<file path="src/shared/tmrctl_defines.svh">
// Offsets, field positions, reset value and timing constants of the timer control register
`ifndef TMRCTL_DEFINES_SVH
`define TMRCTL_DEFINES_SVH
`define TMRCTL_ADDR        8'h88
`define TMRCTL_RESET       8'h00
`define TMRCTL_B_OVF_BIT   7
`define TMRCTL_B_RUN_BIT   6
`define TMRCTL_A_OVF_BIT   5
`define TMRCTL_A_RUN_BIT   4
`define TMRCTL_XB_FLAG_BIT 3
`define TMRCTL_XB_EDGE_BIT 2
`define TMRCTL_XA_FLAG_BIT 1
`define TMRCTL_XA_EDGE_BIT 0
`define TMRCTL_SYNC_STAGES 2
`endif

</file>
<file path="src/shared/tmrctl_pkg.sv">
// Types shared by the timer control register files
package tmrctl_pkg;
  typedef enum logic [1:0] {
    TMRCTL_DET_IDLE,
    TMRCTL_DET_ACTIVE
  } tmrctl_det_type;
endpackage
</file>
<file path="src/core/tmrctl_ext_irq.sv">
// External interrupt detector: polarity, edge or level, flag with vector clear
`timescale 1ns/1ps
`include "tmrctl_defines.svh"
module tmrctl_ext_irq
  import tmrctl_pkg::*;
(
  // Clock and reset
  input  wire logic ref_clk,
  input  wire logic rstn,
  // Input pin and configuration
  input  wire logic irq_input,
  input  wire logic irq_polarity,
  input  wire logic edge_select,
  // Clears
  input  wire logic sw_clear,
  input  wire logic vector_ack,
  // Flag
  output logic      flag_q
);
  logic           active;
  tmrctl_det_type det_q;

  // Pin is treated as synchronous; polarity high means active high
  assign active = (irq_input == irq_polarity);

  // Previous-level tracker for edge detection
  always_ff @(posedge ref_clk or negedge rstn) begin
    if (!rstn) begin
      det_q <= TMRCTL_DET_IDLE;
    end else begin
      det_q <= active ? TMRCTL_DET_ACTIVE : TMRCTL_DET_IDLE;
    end
  end

  // Edge mode sticky, set beats clear; level mode follows input
  always_ff @(posedge ref_clk or negedge rstn) begin
    if (!rstn) begin
      flag_q <= 1'b0;
    end else if (!edge_select) begin
      flag_q <= active;
    end else if (active && det_q == TMRCTL_DET_IDLE) begin
      flag_q <= 1'b1;
    end else if (sw_clear || vector_ack) begin
      flag_q <= 1'b0;
    end
  end

  // Skip the first edge after reset: the flag was forced low whatever the pin did
  AST_LEVEL_FOLLOWS: assert property (@(posedge ref_clk) disable iff (!rstn)
    (!edge_select && $past(!edge_select) && $past(rstn)) |-> flag_q == $past(active))
    else $error("level flag does not follow input");
  AST_EDGE_SETS: assert property (@(posedge ref_clk) disable iff (!rstn)
    (edge_select && active && det_q == TMRCTL_DET_IDLE) |=> flag_q)
    else $error("edge not latched");
endmodule // tmrctl_ext_irq

</file>
<file path="src/core/tmrctl_top.sv">
// Timer and external interrupt control register with flag logic
`timescale 1ns/1ps
`include "tmrctl_defines.svh"
// Overview of operation
// Bit 7 reads timer B overflow; stays 1 until cleared.
// Hardware sets timer B overflow on its rollover, except in split mode.
// Overflow flags clear by software write or by vectoring to their routine.
// Bit 2 picks level (0) or edge (1) detection for interrupt B.
// Timer A runs when run bit set and gate off or input active.
// Timer A overflow at bit 5 set on rollover; requests interrupt if enabled.
// In split mode, high byte overflow sets timer B flag, run by B's run bit.
// Interrupt flag latches edges, clears on vector; level mode follows input.
module tmrctl_top
  import tmrctl_pkg::*;
(
  // Clock and reset
  input  wire logic       ref_clk,
  input  wire logic       rstn,
  // Special-function register port
  input  wire logic [7:0] sfr_addr,
  input  wire logic       sfr_wr,
  input  wire logic [7:0] sfr_wdata,
  input  wire logic       sfr_rd,
  output logic      [7:0] sfr_rdata_q,
  // Timer events
  input  wire logic       timer_a_rollover,
  input  wire logic       timer_b_rollover,
  input  wire logic       timer_a_high_byte_rollover,
  input  wire logic       timer_a_split_mode,
  // Interrupt enables and vectoring
  input  wire logic       timer_a_irq_enable,
  input  wire logic       timer_b_irq_enable,
  input  wire logic       vector_timer_a,
  input  wire logic       vector_timer_b,
  input  wire logic       vector_ext_a,
  input  wire logic       vector_ext_b,
  // External interrupt pins and polarity config
  input  wire logic       ext_irq_a_input,
  input  wire logic       ext_irq_b_input,
  input  wire logic       ext_irq_a_polarity,
  input  wire logic       ext_irq_b_polarity,
  input  wire logic       timer_a_gate_enable,
  // Control outputs
  output logic            timer_a_count_enable_q,
  output logic            timer_b_run_q,
  output logic            timer_a_high_byte_run_q,
  output logic            timer_a_irq_q,
  output logic            timer_b_irq_q,
  output logic            ext_irq_a_flag_q,
  output logic            ext_irq_b_flag_q
);
  logic sel;
  logic wr;
  logic timer_b_overflow_flag;
  logic timer_a_overflow_flag;
  logic timer_a_run_control;
  logic timer_b_run_control;
  logic ext_irq_a_edge_select;
  logic ext_irq_b_edge_select;
  logic ext_a_flag;
  logic ext_b_flag;
  logic b_set;
  logic ext_a_active;

  // Address decode used by both read and write
  function automatic logic tmrctl_hit(input logic [7:0] a);
    return a == `TMRCTL_ADDR;
  endfunction

  assign sel = tmrctl_hit(sfr_addr);
  assign wr  = sfr_wr && sel;
  // Split mode steals timer B's flag for the high byte
  assign b_set = timer_a_split_mode ? timer_a_high_byte_rollover : timer_b_rollover;

  // Timer B overflow flag; set wins over any clear
  always_ff @(posedge ref_clk or negedge rstn) begin
    if (!rstn) begin
      timer_b_overflow_flag <= 1'b0;
    end else if (b_set) begin
      timer_b_overflow_flag <= 1'b1;
    end else if (vector_timer_b) begin
      timer_b_overflow_flag <= 1'b0;
    end else if (wr) begin
      timer_b_overflow_flag <= sfr_wdata[`TMRCTL_B_OVF_BIT];
    end
  end

  // Timer A overflow flag
  always_ff @(posedge ref_clk or negedge rstn) begin
    if (!rstn) begin
      timer_a_overflow_flag <= 1'b0;
    end else if (timer_a_rollover) begin
      timer_a_overflow_flag <= 1'b1;
    end else if (vector_timer_a) begin
      timer_a_overflow_flag <= 1'b0;
    end else if (wr) begin
      timer_a_overflow_flag <= sfr_wdata[`TMRCTL_A_OVF_BIT];
    end
  end

  // Software-only control bits
  always_ff @(posedge ref_clk or negedge rstn) begin
    if (!rstn) begin
      timer_b_run_control   <= 1'b0;
      timer_a_run_control   <= 1'b0;
      ext_irq_b_edge_select <= 1'b0;
      ext_irq_a_edge_select <= 1'b0;
    end else if (wr) begin
      timer_b_run_control   <= sfr_wdata[`TMRCTL_B_RUN_BIT];
      timer_a_run_control   <= sfr_wdata[`TMRCTL_A_RUN_BIT];
      ext_irq_b_edge_select <= sfr_wdata[`TMRCTL_XB_EDGE_BIT];
      ext_irq_a_edge_select <= sfr_wdata[`TMRCTL_XA_EDGE_BIT];
    end
  end

  // Interrupt B detector; a written 0 to the flag acts as clear
  tmrctl_ext_irq u_ext_b (
    .ref_clk      (ref_clk),
    .rstn         (rstn),
    .irq_input    (ext_irq_b_input),
    .irq_polarity (ext_irq_b_polarity),
    .edge_select  (ext_irq_b_edge_select),
    .sw_clear     (wr && !sfr_wdata[`TMRCTL_XB_FLAG_BIT]),
    .vector_ack   (vector_ext_b),
    .flag_q       (ext_b_flag)
  );

  // Interrupt A detector
  tmrctl_ext_irq u_ext_a (
    .ref_clk      (ref_clk),
    .rstn         (rstn),
    .irq_input    (ext_irq_a_input),
    .irq_polarity (ext_irq_a_polarity),
    .edge_select  (ext_irq_a_edge_select),
    .sw_clear     (wr && !sfr_wdata[`TMRCTL_XA_FLAG_BIT]),
    .vector_ack   (vector_ext_a),
    .flag_q       (ext_a_flag)
  );

  assign ext_a_active = (ext_irq_a_input == ext_irq_a_polarity);

  // Registered outputs; one cycle behind the stored bits
  always_ff @(posedge ref_clk or negedge rstn) begin
    if (!rstn) begin
      timer_a_count_enable_q  <= 1'b0;
      timer_b_run_q           <= 1'b0;
      timer_a_high_byte_run_q <= 1'b0;
      timer_a_irq_q           <= 1'b0;
      timer_b_irq_q           <= 1'b0;
      ext_irq_a_flag_q        <= 1'b0;
      ext_irq_b_flag_q        <= 1'b0;
    end else begin
      timer_a_count_enable_q  <= timer_a_run_control
                                 && (!timer_a_gate_enable || ext_a_active);
      // Timer B idles in split mode; its run bit drives the high byte instead
      timer_b_run_q           <= timer_b_run_control && !timer_a_split_mode;
      timer_a_high_byte_run_q <= timer_b_run_control && timer_a_split_mode;
      timer_a_irq_q           <= timer_a_overflow_flag && timer_a_irq_enable;
      timer_b_irq_q           <= timer_b_overflow_flag && timer_b_irq_enable;
      ext_irq_a_flag_q        <= ext_a_flag;
      ext_irq_b_flag_q        <= ext_b_flag;
    end
  end

  // Read data, registered; other addresses read zero
  always_ff @(posedge ref_clk or negedge rstn) begin
    if (!rstn) begin
      sfr_rdata_q <= `TMRCTL_RESET;
    end else if (sfr_rd && sel) begin
      sfr_rdata_q <= {timer_b_overflow_flag, timer_b_run_control,
                      timer_a_overflow_flag, timer_a_run_control,
                      ext_b_flag, ext_irq_b_edge_select,
                      ext_a_flag, ext_irq_a_edge_select};
    end else begin
      sfr_rdata_q <= 8'h00;
    end
  end

  AST_B_SET: assert property (@(posedge ref_clk) disable iff (!rstn)
    b_set |=> timer_b_overflow_flag)
    else $error("timer B flag not set");
  AST_B_HOLD: assert property (@(posedge ref_clk) disable iff (!rstn)
    (timer_b_overflow_flag && !vector_timer_b && !wr) |=> timer_b_overflow_flag)
    else $error("timer B flag lost");
  AST_A_SET: assert property (@(posedge ref_clk) disable iff (!rstn)
    timer_a_rollover |=> timer_a_overflow_flag)
    else $error("timer A flag not set");
  AST_VEC_CLR: assert property (@(posedge ref_clk) disable iff (!rstn)
    (vector_timer_a && !timer_a_rollover) |=> !timer_a_overflow_flag)
    else $error("timer A flag not cleared on vector");
  AST_SW_CLR: assert property (@(posedge ref_clk) disable iff (!rstn)
    (wr && !sfr_wdata[`TMRCTL_B_OVF_BIT] && !b_set) |=> !timer_b_overflow_flag)
    else $error("timer B flag not cleared by write");
  AST_EDGE_SEL: assert property (@(posedge ref_clk) disable iff (!rstn)
    wr |=> ext_irq_b_edge_select == $past(sfr_wdata[`TMRCTL_XB_EDGE_BIT]))
    else $error("edge select not stored");
  AST_GATE: assert property (@(posedge ref_clk) disable iff (!rstn)
    (timer_a_run_control && !timer_a_gate_enable) |=> timer_a_count_enable_q)
    else $error("timer A not enabled");
  AST_SPLIT: assert property (@(posedge ref_clk) disable iff (!rstn)
    (timer_a_split_mode && timer_a_high_byte_rollover) |=> timer_b_overflow_flag)
    else $error("high byte overflow not flagged");
  AST_IRQ_A: assert property (@(posedge ref_clk) disable iff (!rstn)
    (timer_a_rollover ##1 timer_a_irq_enable) |=> timer_a_irq_q)
    else $error("timer A irq missing");
  AST_READ: assert property (@(posedge ref_clk) disable iff (!rstn)
    (sfr_rd && sel) |=> sfr_rdata_q[`TMRCTL_B_OVF_BIT] == $past(timer_b_overflow_flag))
    else $error("bit 7 read wrong");

  // Vectoring, idle read data, output copies and the run outputs
  AST_B_VEC_CLR: assert property (@(posedge ref_clk) disable iff (!rstn)
    (vector_timer_b && !b_set) |=> !timer_b_overflow_flag)
    else $error("timer B flag not cleared on vector");
  AST_B_IRQ: assert property (@(posedge ref_clk) disable iff (!rstn)
    (timer_b_overflow_flag && timer_b_irq_enable) |=> timer_b_irq_q)
    else $error("timer B irq missing");
  AST_IDLE_READ: assert property (@(posedge ref_clk) disable iff (!rstn)
    !(sfr_rd && sel) |=> sfr_rdata_q == 8'h00)
    else $error("read data not zero when idle");
  AST_SPLIT_RUN: assert property (@(posedge ref_clk) disable iff (!rstn)
    (timer_a_split_mode && timer_b_run_control) |=> (timer_a_high_byte_run_q && !timer_b_run_q))
    else $error("split run routing wrong");
  AST_GATE_OFF: assert property (@(posedge ref_clk) disable iff (!rstn)
    (timer_a_gate_enable && !ext_a_active) |=> !timer_a_count_enable_q)
    else $error("timer A counts with gate closed");
  AST_EXT_COPY: assert property (@(posedge ref_clk) disable iff (!rstn)
    1'b1 |=> ext_irq_a_flag_q == $past(ext_a_flag))
    else $error("interrupt A flag output wrong");
endmodule // tmrctl_top

</file>
<file path="config.mk">
export PLATFORM = sky130hd
export DESIGN_NAME = tmrctl_top
export DESIGN_NICKNAME = d
export VERILOG_FILES = /design/src/shared/tmrctl_pkg.sv /design/src/core/tmrctl_ext_irq.sv /design/src/core/tmrctl_top.sv
export VERILOG_INCLUDE_DIRS = /design/src /design/src/shared
export SDC_FILE = /design/constraint.sdc
export NUM_CORES = 1
export LEC_CHECK = 0
export BUFFER_PORTS_ARGS = -buffer_cell sky130_fd_sc_hd__buf_2
export CORE_MARGIN = 4
export CORE_UTILIZATION = 45
export DETAILED_ROUTE_END_ITERATION = 7
export HOLD_SLACK_MARGIN = 0.05
export PLACE_DENSITY = 0.8
export SYNTH_ARGS = -nofsm -noshare
export SYNTH_HDL_FRONTEND = slang
export SYNTH_SLANG_ARGS = --single-unit
export TNS_END_PERCENT = 1
</file>
<file path="constraint.sdc">
create_clock -name ref_clk -period 1.9 [get_ports ref_clk]
set_clock_uncertainty 0.05 [all_clocks]
set_input_delay 0.475 -clock ref_clk [delete_from_list [all_inputs] [get_ports ref_clk]]
set_output_delay 0.475 -clock ref_clk [all_outputs]
set_load 0.1 [all_outputs]
</file>
==> flow_metrics.env, run 1 <==
export IMPL_cts_root_to_sink_buffers=2
export IMPL_holdCritPathClass="in2async"
export IMPL_yosys_most_used_dff="dfrtp_1"
export IMPL_tightest_slew_ns=0.516
export IMPL_min_period_over_period_pct=95.9
export IMPL_core_area_um2=1980
export IMPL_cts_hold_buf=0
export IMPL_io_buffer_count=49
export IMPL_drc_errors=0
export IMPL_largest_register="sfr_rdata_q"
export IMPL_largest_register_ff_count=8
export IMPL_synthesis_area_per_instance_um2=13.0
export IMPL_cts_htree_levels=1
export IMPL_grt_setup_unrepaired="false"
export IMPL_dp_final_hpwl_mm=1.55
export IMPL_clk_transition_reported_paths_ns=0.14
export IMPL_synth_edf_count=0
export IMPL_drt_pass1_iterations=2
export IMPL_floorplan_io_pins=50
export IMPL_grt_first_pass_wirelength_mm=2.84
export IMPL_worst_setup_path_start_kind="primary input"
export IMPL_drive_gt1_share_pct=46.8
export IMPL_clock_tree_from_tritoncts="done"
export IMPL_required_ns=2.05
export IMPL_maxClockFrequency_mhz=549
export IMPL_grt_pass1_vias=705
export IMPL_synthesis_area_um2=947
export IMPL_min_cycle_time_layout_ns=1.82
export IMPL_wl_per_cell_um=12.1
export IMPL_yosysSeqAreaShare_pct=66.1
export IMPL_nets=162
export IMPL_gr_total_overflow=0
export IMPL_ff2ff_setup_slack_ns=1.01
export IMPL_outcome="finished clean"
export IMPL_synth_top_area_share_pct=66.1
export IMPL_critical_path_max_fanout=6
export IMPL_register_bit_total_from_synthesis=25
export IMPL_synth_top_cells_by_count="dfrtp_1, and2_1, nand2_1, inv_1"
export IMPL_ys_warnings_count=0
export IMPL_fp_dieArea_um2=2900
export IMPL_floorplan_die_height_um=53.9
export IMPL_area_delta_synth_final_pct=33.0
export IMPL_yosys_cell_count_top_type="dfrtp_1"
export IMPL_crit_arrival_ns=1.98
export IMPL_cts_sink_count=25
export IMPL_cp_end_kind="register"
export IMPL_route_detailed_vias_per_inst=4.61
export IMPL_synth_cell_types=19
export IMPL_worst_ir_drop_vdd_uv=480
export IMPL_timing_worst_setup_path_type="in2reg"
export IMPL_final_design_area_no_fill_um2=1260
export IMPL_finalMaxSlewViolations=0
export IMPL_post_cts_resize_count=0
export IMPL_reg2regPathDepth=1
export IMPL_timing_slew_headroom_pct=65.6
export IMPL_synth_area_top_cells="dfrtp_1, and2_1, mux2_2, mux2_1, nand2_1"
export IMPL_cellPowerDensity_nw_per_um2=772
export IMPL_globalplace_congestion=0.700
export IMPL_synthesized_netlist_cell_count=73
export IMPL_final_total_negative_setup_slack_ns=0
export IMPL_reg2reg_from="timer_b_run_control"
export IMPL_ant_nets=0
export IMPL_initialDrtViolationCount=3
export IMPL_clock_latency_ns=0.31
export IMPL_grt_antenna_before_repair=0
export IMPL_hold_violations=0
export IMPL_synth_largest_area_cell="dfrtp_1"
export IMPL_finalSetupViolCount=0
export IMPL_maxCapViolCount=0
export IMPL_leak_pwr_nw=0.690
export IMPL_cts_root_buf="clkbuf_4"
export IMPL_grt_max_degree=26
export IMPL_dieWidth_um=53.9
export IMPL_synth_fp_nets=108
export IMPL_worstReg2RegEnd="timer_b_run_control"
export IMPL_num_vias=705
export IMPL_dpl_instance_area_um2=1230
export IMPL_grt_util_all_layers_pct=13.5
export IMPL_cts_buffers=3
export IMPL_core_rowCount=16
export IMPL_antenna_cells=0
export IMPL_number_of_fill_cells=173
export IMPL_post_cts_buffers=0
export IMPL_floorplan_initialDensity_pct=47.8
export IMPL_asyncSetResetFlopFracSynth_pct=100
export IMPL_routed_wirelength_mm=1.85
[where the power goes]
part / switching [mW] / internal (mW)
sequential: 0.0123 / 0.557
combinational: 0.109 / 0.0501
clock: 0.158 / 0.0852
[area by class of cell]
type / count / area (µm²) / area share [%]
Clock buffer: 3 / 22.5 / 1.79
Clock inverter: 1 / 8.76 / 0.695
Inverter: 5 / 18.8 / 1.49
Multi-Input combinational cell: 40 / 283 / 22.4
Sequential cell: 25 / 626 / 49.7
Tap cell: 27 / 33.8 / 2.68
Timing Repair Buffer: 52 / 268 / 21.3
[per-layer routing]
metal,part of all wire (%),vias up,global-route usage (%),wire (µm)
met5,0,-,0,0
met4,1.1,0,2.55,20
met3,5.2,2,1.94,96
met2,56,23,27.0,1040
met1,37,331,14.8,690
li1,-,349,-,-
[placed cells by master (no fill, tap or decap)]
master,netlist,final
mux2_1,2,2
xnor2_1,2,2
o31ai_1,2,2
clkbuf_4,0,3
or4b_1,2,2
inv_1,5,5
a311o_1,2,2
nor3_1,3,3
nor2b_1,1,1
nand2_1,6,6
buf_2,1,49
nor4_1,2,2
buf_4,0,3
o21a_1,1,1
inv_6,0,1
mux2_2,3,3
nand3b_1,2,2
or3_1,1,1
dfrtp_1,25,25
and2_1,11,11
[through the flow]
step	total power [mW]	hold WS [ns]	worst slack (ns)	std cells	utilization (%)
floorplan	0.677	0.129	-0.200	73	-
global placement	0.736	0.326	-0.219	149	62.0
detailed placement	0.742	0.331	-0.277	149	62.0
CTS	0.985	0.0714	0.0724	153	63.6
global route	1.02	0.0777	0.0482	153	63.6
finish	0.973	0.0618	0.0775	153	63.6
[critical path: stages]
cell	delay, ns
buf_2	0.09
or4b_1	0.53
or3_1	0.52
a311o_1	0.36
[how the worst max path moves through the flow]
stage	startpoint	endpoint	slack, ns	cells past startpoint
detailed placement	sfr_addr[2]	timer_b_run_control	-0.28	4
global route	sfr_addr[2]	timer_b_overflow_flag	0.05	4
global placement	sfr_addr[2]	timer_b_overflow_flag	-0.22	4
floorplan	sfr_addr[2]	timer_a_run_control	-0.20	5
finish	sfr_addr[2]	timer_b_overflow_flag	0.08	4
CTS	sfr_addr[2]	timer_b_overflow_flag	0.07	4
[cell families after synthesis]
group | share of synthesized area, %
and+or+nand+nor | 17.6
DFF | 66.1
buffers and inverters | 4.09
AOI/OAI and AO/OA | 4.49
muxes | 5.94
xor gates and xnor gates | 1.85
Power figures use the tool's default switching activity.
==> run 2: changes to the inputs <==
--- a/config.mk
+++ b/config.mk
@@ -12,6 +12,7 @@
 export DETAILED_ROUTE_END_ITERATION = 7
 export HOLD_SLACK_MARGIN = 0.05
 export PLACE_DENSITY = 0.8
+export SETUP_SLACK_MARGIN = 0.3
 export SYNTH_ARGS = -nofsm -noshare
 export SYNTH_HDL_FRONTEND = slang
 export SYNTH_SLANG_ARGS = --single-unit
==> run 2 against run 1 <==
Against the previous run:
- non-clock buffer count stayed put
- worst hold slack worse by 0.0014 ns
- critical endpoint unchanged
- wire length up 3.2%
- worst setup slack improved by 0.095 ns
- critical path type unchanged
==> flow_metrics.env, run 2 (synthesis gave the netlist of run 1 again) <==
export IMPL_outcome="finished clean"
export IMPL_worst_setup_path_start_kind="primary input"
export IMPL_worst_ir_drop_vdd_uv=483
export IMPL_io_buffer_count=49
export IMPL_core_rowCount=16
export IMPL_fp_dieArea_um2=2900
export IMPL_antenna_cells=0
export IMPL_routed_wirelength_mm=1.91
export IMPL_clk_transition_reported_paths_ns=0.15
export IMPL_hold_worst_slack_ns=0.0604
export IMPL_clock_latency_ns=0.31
export IMPL_dpl_instance_area_um2=1230
export IMPL_required_ns=2.05
export IMPL_cts_root_buf="clkbuf_4"
export IMPL_post_route_worst_setup_slack_ns=0.173
export IMPL_ant_nets=0
export IMPL_nets=162
export IMPL_timing_slew_headroom_pct=65.4
export IMPL_dp_slack_ns=-0.277
export IMPL_cts_sink_count=25
export IMPL_leak_pwr_nw=0.695
export IMPL_num_vias=710
export IMPL_crit_arrival_ns=1.88
export IMPL_maxClockFrequency_mhz=579
export IMPL_hold_violations=0
export IMPL_cts_htree_levels=1
export IMPL_tightest_slew_ns=0.519
export IMPL_cellPowerDensity_nw_per_um2=768
export IMPL_cp_end_kind="register"
export IMPL_area_delta_synth_final_pct=34.3
export IMPL_cts_hold_buf=0
export IMPL_layout_commonest_cell="buf_2"
export IMPL_holdCritPathClass="in2async"
export IMPL_floorplan_io_pins=50
export IMPL_final_design_area_no_fill_um2=1270
export IMPL_total_power_mw=0.977
export IMPL_drc_errors=0
export IMPL_grt_setup_unrepaired="true"
export IMPL_min_period_over_period_pct=90.9
export IMPL_floorplan_initialDensity_pct=47.8
export IMPL_final_util_pct=64.2
export IMPL_largest_register_ff_count=8
export IMPL_timing_worst_setup_path_type="in2reg"
export IMPL_grt_util_all_layers_pct=13.7
export IMPL_finalMaxSlewViolations=0
export IMPL_critical_path_slowest_cell="or4b_4"
export IMPL_floorplan_die_height_um=53.9
export IMPL_initialDrtViolationCount=3
export IMPL_grt_antenna_before_repair=0
export IMPL_number_of_fill_cells=172
export IMPL_route_detailed_vias_per_inst=4.64
export IMPL_min_cycle_time_layout_ns=1.73
export IMPL_drt_pass1_iterations=2
export IMPL_cts_buffers=3
export IMPL_grt_pass1_vias=712
export IMPL_cts_root_to_sink_buffers=2
export IMPL_core_area_um2=1980
export IMPL_grt_max_degree=26
export IMPL_gr_total_overflow=0
export IMPL_dieWidth_um=53.9
export IMPL_maxCapViolCount=0
export IMPL_list_of_cells_traversed_by_the_critical_path="buf_2 > or4b_4 > or3_4 > a311o_1"
export IMPL_dp_final_hpwl_mm=1.55
export IMPL_max_stage_delay_on_crit_path_ns=0.53
export IMPL_most_common_layout_cells="buf_2, dfrtp_1, and2_1"
export IMPL_clock_tree_from_tritoncts="done"
export IMPL_grt_first_pass_wirelength_mm=2.87
export IMPL_finalSetupViolCount=0
export IMPL_wl_per_cell_um=12.5
export IMPL_critical_path_max_fanout=6
export IMPL_globalplace_congestion=0.700
export IMPL_drive_gt1_share_pct=49.2
export IMPL_largest_register="sfr_rdata_q"
run 2: cell counts in the layout (fill, tap and decap cells not counted):
No cell type changed its count.
run 2: what timing repair did:
item,4_1_cts,5_1_grt
resized for setup,2,1
buffers inserted,0,0
endpoints found under the setup margin,15,21
hold endpoints to repair,0,0
pin swaps,1,1
run 2: stage by stage:
stage	cells	TNS, ns
floorplan	73	-1.11
global placement	149	-1.23
detailed placement	149	-1.52
CTS	153	0
global route	153	0
finish	153	0
run 2: worst paths after layout:
path	to	slack, ns	from	depth (start not counted)
min in group ref_clk	u_ext_b.flag_q	0.27	vector_ext_b	2
worst max register to register	timer_b_run_control	1.01	timer_b_run_control	1
worst min-delay path	sfr_rdata_q[4]	0.06	rstn	1
worst min register to register	ext_irq_a_flag_q	0.37	u_ext_a.flag_q	0
max in group asynchronous	timer_a_overflow_flag	1.39	rstn	1
worst max-delay path	timer_b_overflow_flag	0.17	sfr_addr[2]	4
run 2: worst max-delay path, delay by kind of cell:
family                 cells  cell delay (ns)
AND/OR/NAND/NOR            2             0.98
buffers and inverters      1             0.10
AO/OA/AOI/OAI              1             0.33
run 2: area by class of cell:
| class | instances | area [µm²] | share of cell area [%] |
|---|---|---|---|
| multi-input cells | 40 | 295 | 23.2 |
| clock inverters | 1 | 8.76 | 0.688 |
| inverters | 5 | 18.8 | 1.47 |
| well taps | 27 | 33.8 | 2.65 |
| repair buffers | 52 | 268 | 21.0 |
| clock buffers | 3 | 22.5 | 1.77 |
| flip-flops and latches | 25 | 626 | 49.2 |
run 2: power breakdown:
group	internal, mW	switching, mW	total, mW
Clock	0.0853	0.160	0.245
Sequential	0.557	0.0123	0.570
Combinational	0.0513	0.111	0.162
run 2: routing by layer:
| metal | vias to the layer above | routed length (µm) | track usage [%] |
|---|---|---|---|
| met5 | - | 0 | 0 |
| met4 | 0 | 21 | 2.55 |
| met3 | 2 | 94 | 1.94 |
| met2 | 23 | 1070 | 27.0 |
| met1 | 336 | 724 | 15.3 |
| li1 | 349 | - | - |
==> run 3: changes to the inputs <==
--- a/config.mk
+++ b/config.mk
@@ -12,7 +12,7 @@
 export DETAILED_ROUTE_END_ITERATION = 7
 export HOLD_SLACK_MARGIN = 0.05
 export PLACE_DENSITY = 0.8
-export SETUP_SLACK_MARGIN = 0.3
+export SETUP_SLACK_MARGIN = 0.05
 export SYNTH_ARGS = -nofsm -noshare
 export SYNTH_HDL_FRONTEND = slang
 export SYNTH_SLANG_ARGS = --single-unit
==> run 3 against run 2 <==
Against the previous run:
- fmax decreased by 1.1%
- worst setup slack got worse by 0.018 ns
- global-route usage decreased by 0.18 points
- count of clock-buffer cells in the layout unchanged
- register-to-register slack about the same
- combinational power about the same
- die area unchanged
- critical endpoint unchanged
- largest power group unchanged
- final cell count unchanged
==> flow_metrics.env, run 3 (synthesis gave the netlist of run 1 again) <==
export IMPL_hold_violations=0
export IMPL_holdCritPathClass="in2async"
export IMPL_combPwrFrac_pct=16.4
export IMPL_floorplan_io_pins=50
export IMPL_io_buffer_count=49
export IMPL_largest_register="sfr_rdata_q"
export IMPL_finalMaxSlewViolations=0
export IMPL_grt_first_pass_wirelength_mm=2.84
export IMPL_post_cts_buffers=0
export IMPL_core_rowCount=16
export IMPL_layout_commonest_cell="buf_2"
export IMPL_finalSetupViolCount=0
export IMPL_met1Wirelength_um=693
export IMPL_drive_gt1_share_pct=47.6
export IMPL_cellPowerDensity_nw_per_um2=770
export IMPL_clk_transition_reported_paths_ns=0.15
export IMPL_num_vias=712
export IMPL_grt_antenna_before_repair=0
export IMPL_timing_worst_setup_path_type="in2reg"
export IMPL_floorplan_initialDensity_pct=47.8
export IMPL_power_share_clock_pct=25.1
export IMPL_p_int_mw=0.693
export IMPL_ff2ff_setup_slack_ns=1.01
export IMPL_floorplan_die_height_um=53.9
export IMPL_globalplace_congestion=0.700
export IMPL_drc_errors=0
export IMPL_power_switching_fraction_pct=28.9
export IMPL_grt_pass1_vias=705
export IMPL_required_ns=2.05
export IMPL_min_period_over_period_pct=91.9
export IMPL_core_area_um2=1980
export IMPL_area_delta_synth_final_pct=33.6
export IMPL_cts_htree_levels=1
export IMPL_p_switching_mw=0.281
export IMPL_grt_util_all_layers_pct=13.5
export IMPL_antenna_cells=0
export IMPL_tightest_slew_ns=0.516
export IMPL_cts_root_to_sink_buffers=2
export IMPL_largest_register_ff_count=8
export IMPL_cts_buffers=3
export IMPL_gr_total_overflow=0
export IMPL_wl_met2_mm=1.07
export IMPL_grt_max_degree=26
export IMPL_p_seq_share_pct=58.5
export IMPL_maxClockFrequency_mhz=573
export IMPL_routed_wirelength_mm=1.89
export IMPL_critical_path_max_fanout=6
export IMPL_grt_setup_unrepaired="false"
export IMPL_dr_max_layer_used="met4"
export IMPL_drt_pass1_iterations=2
export IMPL_route_detailed_vias_per_inst=4.65
export IMPL_leak_pwr_nw=0.691
export IMPL_worst_ir_drop_vdd_uv=481
export IMPL_clock_latency_ns=0.31
export IMPL_outcome="finished clean"
export IMPL_crit_arrival_ns=1.90
export IMPL_post_cts_resize_count=0
export IMPL_met3_length_um=96
export IMPL_final_util_pct=63.8
export IMPL_initialDrtViolationCount=2
export IMPL_most_common_layout_cells="buf_2, dfrtp_1, and2_1"
export IMPL_fp_dieArea_um2=2900
export IMPL_cts_root_buf="clkbuf_4"
export IMPL_wl_per_cell_um=12.3
export IMPL_min_cycle_time_layout_ns=1.75
export IMPL_final_design_area_no_fill_um2=1260
export IMPL_worst_setup_path_start_kind="primary input"
export IMPL_cts_sink_count=25
export IMPL_dp_final_hpwl_mm=1.55
export IMPL_dieWidth_um=53.9
export IMPL_cp_end_kind="register"
export IMPL_clock_tree_from_tritoncts="done"
export IMPL_nets=162
export IMPL_dpl_instance_area_um2=1230
export IMPL_cts_hold_buf=0
export IMPL_timing_slew_headroom_pct=65.6
export IMPL_maxCapViolCount=0
export IMPL_ant_nets=0
[run 3: cell counts in the layout (fill, tap and decap cells not counted)]
Identical to the previous run, type by type.
[run 3: layer usage]
layer | vias to the layer above | track usage (%)
li1 | 349 | -
met4 | 0 | 2.55
met3 | 2 | 1.94
met5 | - | 0
met2 | 23 | 27.0
met1 | 338 | 14.8
[run 3: final timing paths]
path | cells past startpoint | start | endpoint
max | 4 | sfr_addr[2] | timer_b_overflow_flag
min | 1 | rstn | ext_irq_b_flag_q
max reg2reg | 1 | timer_b_run_control | timer_b_run_control
min reg2reg | 0 | u_ext_a.flag_q | ext_irq_a_flag_q
max in group asynchronous | 1 | rstn | timer_a_overflow_flag
min in group ref_clk | 2 | vector_ext_b | u_ext_b.flag_q
[run 3: power by group through the flow]
stage / combinational (mW) / clock (mW) / sequential [mW]
final: 0.160 / 0.245 / 0.569
after floorplan: 0.0287 / 0 / 0.648
after CTS: 0.162 / 0.254 / 0.570
after detailed placement: 0.162 / 0 / 0.580
after global placement: 0.158 / 0 / 0.578
after global routing: 0.172 / 0.280 / 0.573
[run 3: through the flow]
step | hold slack, ns | setup slack (ns) | std cells | power [mW] | TNS, ns
6_report | 0.0607 | 0.154 | 153 | 0.974 | 0
5_1_grt | 0.0777 | 0.146 | 153 | 1.02 | 0
4_1_cts | 0.0714 | 0.0724 | 153 | 0.985 | 0
3_5_place_dp | 0.331 | -0.277 | 149 | 0.742 | -1.52
3_3_place_gp | 0.326 | -0.219 | 149 | 0.736 | -1.23
2_1_floorplan | 0.129 | -0.200 | 73 | 0.677 | -1.11
[run 3: cell type report]
class / count / area (µm²)
fillers: 174 / 717
flip-flops and latches: 25 / 626
multi-input cells: 40 / 288
repair buffers: 52 / 268
well taps: 27 / 33.8
clock buffers: 3 / 22.5
inverters: 5 / 18.8
clock inverters: 1 / 8.76
[run 3: critical path: stages]
cell     delay, ns
buf_2         0.09
or4b_1        0.54
or3_4         0.46
a311o_1       0.33
